## src/core/chap_pkg.sv

```systemverilog
package chap_pkg;
  // Interface mode, one-hot
  typedef enum logic [2:0]
  {
    CHAP_MEM = 3'h1,
    CHAP_IO = 3'h2,
    CHAP_TASK = 3'h4
  } chap_mode_t;

  // Decoded target of a card-mode access
  typedef enum logic [3:0]
  {
    CHAP_T_NONE = 4'h0,
    CHAP_T_IO_REG = 4'h1,
    CHAP_T_MEM_REG = 4'h2,
    CHAP_T_CIS = 4'h4,
    CHAP_T_CONFIG = 4'h8
  } chap_target_t;

  localparam int CHAP_ADDR_W = 11;
  localparam int CHAP_TASK_W = 3;
  // Attribute space: CIS below this offset, configuration registers at and above
  localparam logic [10:0] CHAP_CONFIG_BASE = 11'h200;
  // Register file window within common memory space
  localparam logic [10:0] CHAP_MEM_REG_LIMIT = 11'h010;
  localparam logic CHAP_BATT_LEVEL = 1'h1;
  localparam logic CHAP_ALERT_IDLE_N = 1'h1;
endpackage

```

## src/core/chap_host_port.sv

```systemverilog
// Functional notes
// - Card modes decode address with attribute select
// - Task-file uses only three lowest address bits
// - Battery detect one held high, memory mode
// - Alert low on ready or protect change, I/O mode
// - Alert enabled by configuration register bit
// - Pass-diagnostic is two-way master/slave handshake
// - Task-file bytes on D[7:0], data 16-bit
`timescale 1ns/1ps
module chap_host_port
(
  input wire logic clk,
  input wire logic reset_n,
  input wire chap_pkg::chap_mode_t mode,
  input wire logic [10:0] address,
  input wire logic attribute_select_n,
  input wire logic low_byte_chip_enable_n,
  input wire logic high_byte_chip_enable_n,
  input wire logic read_strobe_n,
  input wire logic write_strobe_n,
  input wire logic data_cycle,
  input wire logic card_ready,
  input wire logic write_protect,
  input wire logic status_change_enable,
  input wire logic pass_diagnostic_drive,
  input wire logic pass_diagnostic_n_in,
  output logic access_valid_q,
  output chap_pkg::chap_target_t access_target_q,
  output logic [10:0] access_offset_q,
  output logic [2:0] task_register_q,
  output logic byte_lane_low_only_q,
  output logic wide_access_q,
  output logic odd_wide_access_q,
  output logic battery_level_detect_one,
  output logic battery_level_detect_one_oe,
  output logic status_change_alert_n,
  output logic status_change_alert_n_oe,
  output logic pass_diagnostic_n_out,
  output logic pass_diagnostic_n_oe,
  output logic pass_diagnostic_seen_n_q
);

  // Pin synchronisers: two flops before any logic
  logic [10:0] addr_s1_q, addr_s2_q;
  logic [4:0] ctl_s1_q, ctl_s2_q;
  logic [1:0] st_s1_q, st_s2_q;
  logic pass_diagnostic_n_s1_q, pass_diagnostic_n_s2_q;
  logic [1:0] st_prev_q;
  logic [2:0] st_arm_q;
  logic strobe_prev_q;
  logic card_mode;
  logic strobe_active;
  logic strobe_start;

  function automatic chap_pkg::chap_target_t chap_decode(input logic [10:0] a, input logic attr_n);
    chap_pkg::chap_target_t t;
    t = chap_pkg::CHAP_T_NONE;
    if (!attr_n)
      t = (a >= chap_pkg::CHAP_CONFIG_BASE) ? chap_pkg::CHAP_T_CONFIG : chap_pkg::CHAP_T_CIS;
    else if (a < chap_pkg::CHAP_MEM_REG_LIMIT)
      t = chap_pkg::CHAP_T_MEM_REG;
    return t;
  endfunction

  always_ff @(posedge clk)
  begin
    if (!reset_n)
    begin
      addr_s1_q <= 11'h000;
      addr_s2_q <= 11'h000;
      ctl_s1_q <= 5'h1F;
      ctl_s2_q <= 5'h1F;
      st_s1_q <= 2'h0;
      st_s2_q <= 2'h0;
      pass_diagnostic_n_s1_q <= 1'h1;
      pass_diagnostic_n_s2_q <= 1'h1;
    end
    else
    begin
      addr_s1_q <= address;
      addr_s2_q <= addr_s1_q;
      ctl_s1_q <= {attribute_select_n, low_byte_chip_enable_n, high_byte_chip_enable_n,
                   read_strobe_n, write_strobe_n};
      ctl_s2_q <= ctl_s1_q;
      st_s1_q <= {card_ready, write_protect};
      st_s2_q <= st_s1_q;
      pass_diagnostic_n_s1_q <= pass_diagnostic_n_in;
      pass_diagnostic_n_s2_q <= pass_diagnostic_n_s1_q;
    end
  end

  assign card_mode = (mode != chap_pkg::CHAP_TASK);
  assign strobe_active = !(ctl_s2_q[3] && ctl_s2_q[2]) && !(ctl_s2_q[1] && ctl_s2_q[0]);
  assign strobe_start = strobe_active && !strobe_prev_q;

  // Address is captured only at the start of an enabled strobe
  always_ff @(posedge clk)
  begin
    if (!reset_n)
    begin
      strobe_prev_q <= 1'h0;
      access_valid_q <= 1'h0;
      access_target_q <= chap_pkg::CHAP_T_NONE;
      access_offset_q <= 11'h000;
      task_register_q <= 3'h0;
      byte_lane_low_only_q <= 1'h0;
      wide_access_q <= 1'h0;
      odd_wide_access_q <= 1'h0;
    end
    else
    begin
      strobe_prev_q <= strobe_active;
      access_valid_q <= strobe_start;
      if (strobe_start)
      begin
        wide_access_q <= !ctl_s2_q[3] && !ctl_s2_q[2];
        if (card_mode)
        begin
          // Once the I/O interface is configured, common space holds the I/O port registers
          if (mode == chap_pkg::CHAP_IO && ctl_s2_q[4])
            access_target_q <= chap_pkg::CHAP_T_IO_REG;
          else
            access_target_q <= chap_decode(addr_s2_q, ctl_s2_q[4]);
          access_offset_q <= addr_s2_q;
          // Flagged only; the host must not issue this combination
          odd_wide_access_q <= !ctl_s2_q[3] && !ctl_s2_q[2] && addr_s2_q[0];
          byte_lane_low_only_q <= 1'h0;
        end
        else
        begin
          access_target_q <= chap_pkg::CHAP_T_NONE;
          access_offset_q <= {8'h00, addr_s2_q[2:0]};
          task_register_q <= addr_s2_q[2:0];
          odd_wide_access_q <= 1'h0;
          // Registers move as bytes, data port uses the full word
          byte_lane_low_only_q <= !data_cycle;
        end
      end
    end
  end

  // Alert is a one-cycle low pulse per change, not a latched level
  // Status syncs refill after reset; comparing before then would flag a change that never happened
  always_ff @(posedge clk)
  begin
    if (!reset_n)
    begin
      st_prev_q <= 2'h0;
      st_arm_q <= 3'h0;
      status_change_alert_n <= chap_pkg::CHAP_ALERT_IDLE_N;
      status_change_alert_n_oe <= 1'h0;
      battery_level_detect_one <= chap_pkg::CHAP_BATT_LEVEL;
      battery_level_detect_one_oe <= 1'h0;
    end
    else
    begin
      st_prev_q <= st_s2_q;
      st_arm_q <= {st_arm_q[1:0], 1'h1};
      battery_level_detect_one <= chap_pkg::CHAP_BATT_LEVEL;
      battery_level_detect_one_oe <= (mode == chap_pkg::CHAP_MEM);
      status_change_alert_n_oe <= (mode == chap_pkg::CHAP_IO);
      if (mode == chap_pkg::CHAP_IO && status_change_enable && st_arm_q[2] && st_prev_q != st_s2_q)
        status_change_alert_n <= 1'h0;
      else
        status_change_alert_n <= chap_pkg::CHAP_ALERT_IDLE_N;
    end
  end

  // Open-drain style: drive low only when told, sample only in task mode
  always_ff @(posedge clk)
  begin
    if (!reset_n)
    begin
      pass_diagnostic_n_out <= 1'h1;
      pass_diagnostic_n_oe <= 1'h0;
      pass_diagnostic_seen_n_q <= 1'h1;
    end
    else
    begin
      pass_diagnostic_n_out <= 1'h0;
      pass_diagnostic_n_oe <= (mode == chap_pkg::CHAP_TASK) && pass_diagnostic_drive;
      pass_diagnostic_seen_n_q <= (mode == chap_pkg::CHAP_TASK) ? pass_diagnostic_n_s2_q : 1'h1;
    end
  end

  battery_high_a: assert property (@(posedge clk) disable iff (!reset_n)
    mode == chap_pkg::CHAP_MEM |=> battery_level_detect_one && battery_level_detect_one_oe)
    else $error("battery detect not driven high");

  alert_change_a: assert property (@(posedge clk) disable iff (!reset_n)
    mode == chap_pkg::CHAP_IO && status_change_enable && st_arm_q[2] && st_prev_q != st_s2_q
    |=> !status_change_alert_n)
    else $error("alert missed a status change");

  alert_io_only_a: assert property (@(posedge clk) disable iff (!reset_n)
    mode != chap_pkg::CHAP_IO |=> status_change_alert_n && !status_change_alert_n_oe)
    else $error("alert active outside I/O mode");

  io_target_a: assert property (@(posedge clk) disable iff (!reset_n)
    strobe_start && mode == chap_pkg::CHAP_IO && ctl_s2_q[4] |=> access_target_q == chap_pkg::CHAP_T_IO_REG)
    else $error("I/O access not sent to port registers");

  alert_masked_a: assert property (@(posedge clk) disable iff (!reset_n)
    !status_change_enable |=> status_change_alert_n)
    else $error("alert asserted while disabled");

  task_reg_a: assert property (@(posedge clk) disable iff (!reset_n)
    strobe_start && !card_mode |=> task_register_q == $past(addr_s2_q[2:0]) && access_offset_q[10:3] == 8'h00)
    else $error("task register select wrong");

  idle_hold_a: assert property (@(posedge clk) disable iff (!reset_n)
    !strobe_start |=> $stable(access_offset_q) && !access_valid_q)
    else $error("address taken outside a strobe");

  card_decode_a: assert property (@(posedge clk) disable iff (!reset_n)
    strobe_start && card_mode |=> access_offset_q == $past(addr_s2_q))
    else $error("card mode offset wrong");

  odd_wide_a: assert property (@(posedge clk) disable iff (!reset_n)
    odd_wide_access_q |-> wide_access_q && access_offset_q[0])
    else $error("odd wide flag inconsistent");

  byte_lane_a: assert property (@(posedge clk) disable iff (!reset_n)
    strobe_start && !card_mode && !data_cycle |=> byte_lane_low_only_q)
    else $error("task register not byte wide");

  pass_diagnostic_n_drive_a: assert property (@(posedge clk) disable iff (!reset_n)
    mode != chap_pkg::CHAP_TASK |=> !pass_diagnostic_n_oe)
    else $error("diagnostic pin driven outside task mode");

endmodule

```

## config.mk

```make
export PLATFORM = sky130hd
export DESIGN_NAME = chap_host_port
export DESIGN_NICKNAME = d
export VERILOG_FILES = /design/src/core/chap_pkg.sv /design/src/core/chap_host_port.sv
export SDC_FILE = /design/constraint.sdc
export NUM_CORES = 1
export LEC_CHECK = 0
export BUFFER_PORTS_ARGS = -buffer_cell sky130_fd_sc_hd__buf_2
export CAP_MARGIN = 20
export CORE_AREA = 2 2 73 75
export CTS_CLUSTER_SIZE = 10
export DETAILED_ROUTE_END_ITERATION = 8
export DIE_AREA = 0 0 75 77
export PLACE_DENSITY = 0.69
export RECOVER_POWER = 100
export REMOVE_ABC_BUFFERS = 1
export SYNTH_ARGS = -nofsm -noshare
export SYNTH_HDL_FRONTEND = slang
export SYNTH_SLANG_ARGS = --single-unit
```

## constraint.sdc

```tcl
create_clock -name clk -period 1.3 [get_ports clk]
set_input_delay 0 -clock clk [delete_from_list [all_inputs] [get_ports clk]]
set_output_delay 0 -clock clk [all_outputs]
set_load 0.1 [all_outputs]
```

==> results.md <==
- Status: complete, but fails checks
- Failing checks: negative setup slack
- CP cell instances: a221o_1 > buf_6 > or3_1 > a21oi_1
- Critical Path Sink: byte_lane_low_only_q
- Worst skew pair latency: roughly 0.34 ns
- Sw frac: 20.96%
- Crit path time final: 1.398 ns
- Layout cell share with drive strength beyond 1: between 30% and 40%
- Clock transition at path regs: about 0.070 ns
- Largest net degree at the start of global routing: 45
- Post-synth top area share: 65.27%
- Reg2reg end: byte_lane_low_only_q
- Clock share of power: 42.1%
- CTS tree: built
- Crit. Startpoint: ctl_s2_q[2]
- Vias in the first global route: about 1,600
- Critical Path End Type: flop
- Fmax: between 0.7 and 0.8 GHz
- DR DRC count: 0
- Yosys Warn Count: 0
- DR iter-0 viols: 40
- Max-cap violations: 0
- Sequential power share: 49.8%
- RSZ-0062 raised after global routing: yes
- Peak VDD IR: between 0.0008 and 0.0009 V
- Via density: about 4.6
- First-pass GRT wire length: 7134 um
- Xor-xnor portion of the synthesized cell area: 1.190%
- Post-Route WL: 4854 um
- Post-Synth Adder-Cell Area: 0%
- Worst reg2reg path depth: 4
- Final Skew: ~0.0064 ns
- Worst Hold Class: primary input to flop
- Worst r2r src: ctl_s2_q[2]
- Utilization after layout: 67.27%
- Die Ht: ~77 um
- Final Hold Viols: 0
- I/O pin cnt: 56
- Main synth FF type: dfxtp_1
- I/O Buffers: 54
- Slowest CP cell: a221o_1
- Pwr dens: between 1000 and 1500 nW/um^2
- Total gr overflow: 0
- Die ar.: roughly 5800 sq um
- Clock buffer depth: 2
- Netlist cell types: 29
- Cell Area, Synth: around 2200 sq um
- Die width: between 70 and 80 um
- Largest area contributor in the netlist: dfxtp_1
- Worst Tran Pin Value: 0.6257 ns
- Largest family of logic cells by synthesized area: simple AND/OR/NAND/NOR gates
- TritonRoute pass-1 iters: 4
- Worst path max stage delay: roughly 0.4 ns
- FP Rows: 26
- Pint: 3.650 mW
- Setup_tns: -0.5513 ns
- Final ANT Viol Nets: 0
- Area contributors post-synth: dfxtp_1 (65%), and2_1 (8.5%), a21oi_1 (4.8%), nand2_1 (3.9%), nand2b_1 (3.4%)
- Initial antenna violation count: 0
- Combinational fraction of design power: 8.0%
- Worst Path Arrival: 1.67 ns
- Final worst slack: -0.09845 ns
- Max-slew violation count: 0
- Avg Cell Area, Syn: roughly 11 sq um
- Psw: 967.6 uW
- Synthesis-stage register bit count: ~70
- Crit path kind: flop to flop
- CTS Buf Count: 9
- # setup viols final: 15
- Routability Congestion: ~0.75
- Critical path required time: between 1.5 and 2 ns
- Synth Area in Compound Gates: ~7.8%
- Area Overhead vs Synth: 51.61%
- Simple-Gate Fraction of Synth Area: roughly a quarter
- Clk root buf: clkbuf_8
- Sequential share of the synthesized area: ~65%
- Reg2reg setup slack: -0.1 ns
- Total Nets Final: ~340
- Mapped Cells: 209
- Total GRT Usage: ~17%
- Detailed-route via count: between 1,500 and 2,000
- Asr flop ratio synth: 0%
- Starting Density: 44.37%
- CTS Sinks: a little over 70
- DR WL/cell: between 10 and 15 um
- Lkg Pwr: 1.427 nW
- Post-synth EDFFs: 0
- Worst setup SP type: flop
- Core area: between 4000 and 5000 sq um
- Final HPWL DP: about 2800 um
- Crit-path max FO: 3
- Commonest non-fill, non-tap cell in the layout: dfxtp_1
- Proportion of synthesized area in mux cells: 0%
- Max-slew headroom: ~58%
- H-tree depth: 3
- Fin crit share: 107.6%
- Ant diodes: 0
- Most frequent cells in the layout: dfxtp_1 (70), buf_2 (54), and2_1 (30)
-- synth_stat cells (2+ instances only) --
cell type	instances
o21ai_0	3
dfxtp_1	72
xor2_1	2
clkbuf_1	9
and2_1	30
nand2b_1	12
nor2_1	3
nand3_1	11
or3_1	2
nand2_1	23
a21oi_1	21
o2111ai_1	2
nor4b_1	3
-- logic make-up (layout without fill, tap and decap cells) --
group / after synthesis / after routing
xor+xnor: 3 / 3
simple gates: 92 / 92
compound gates: 29 / 29
other cells: 1 / 1
buf+inv: 12 / 120
flops: 72 / 72
-- area by class of cell --
type                            instances  area, sq um
Fill cell                             388         1629
Sequential cell                        72         1444
Multi-Input combinational cell        125        842.1
Timing Repair Buffer                  103        734.5
Clock buffer                           15        206.4
Tap cell                               70        87.58
Clock inverter                          1        30.03
Inverter                                1        3.754
-- metrics by stage --
step	worst slack [ns]	std cells	area [sq um]	hold WS, ns	power, mW
floorplan	-0.3308	198	2162	0.02772	2.499
global placement	-0.06580	341	2663	0.1806	2.620
detailed placement	-0.09201	341	2663	0.1825	2.624
CTS	-0.05677	385	3178	0.07363	4.628
global route	-0.1386	387	3348	0.1272	4.763
finish	-0.09845	387	3348	0.1077	4.617
-- flip-flops by register name, summed over array words and instances (netlist names), 2 cells and up --
signal / flops
access_offset_q: 11
addr_s2_q: 11
st_s1_q: 2
st_prev_q: 2
st_arm_q: 3
ctl_s2_q: 5
st_s2_q: 2
task_register_q: 3
addr_s1_q: 11
ctl_s1_q: 5
access_target_q: 4
-- how the worst min path moves through the flow --
stage,from,endpoint,cells after the start
2_1_floorplan,reset_n,st_arm_q[0],0
3_3_place_gp,attribute_select_n,ctl_s1_q[4],2
3_5_place_dp,high_byte_chip_enable_n,ctl_s1_q[2],2
4_1_cts,mode[1],pass_diagnostic_seen_n_q,3
5_1_grt,mode[1],pass_diagnostic_seen_n_q,3
6_report,mode[1],pass_diagnostic_seen_n_q,3
-- power groups by stage --
stage	clock network, mW	registers (mW)	logic, mW
after CTS	1.99	2.30	0.341
after detailed placement	0	2.35	0.276
after floorplan	0	2.40	0.0939
final	1.94	2.30	0.371
after global placement	0	2.35	0.274
after global routing	2.06	2.31	0.398
-- routing by layer --
layer	part of all wire, %	up-vias	global-route usage (%)
met1	42	828	20.00
met4	2.6	0	9.107
met3	4.5	10	4.993
li1	-	900	-
met5	0	-	0
met2	51	47	26.32
-- critical path: cells and delay by family (launching register included) --
kind	cells	cell delay, ns
AO/OA/AOI/OAI	2	0.52
AND/OR/NAND/NOR	1	0.34
flip-flops	1	0.32
buffers and inverters	1	0.15
-- repair_timing --
action	4_1_cts	5_1_grt
endpoints found under the hold margin	24	0
buffers inserted	2	0
pin swaps	4	16
endpoints found under the setup margin	2	19
gates cloned	0	2
gates resized for setup	2	44
hold buffers	26	0
Power figures use the tool's default switching activity.
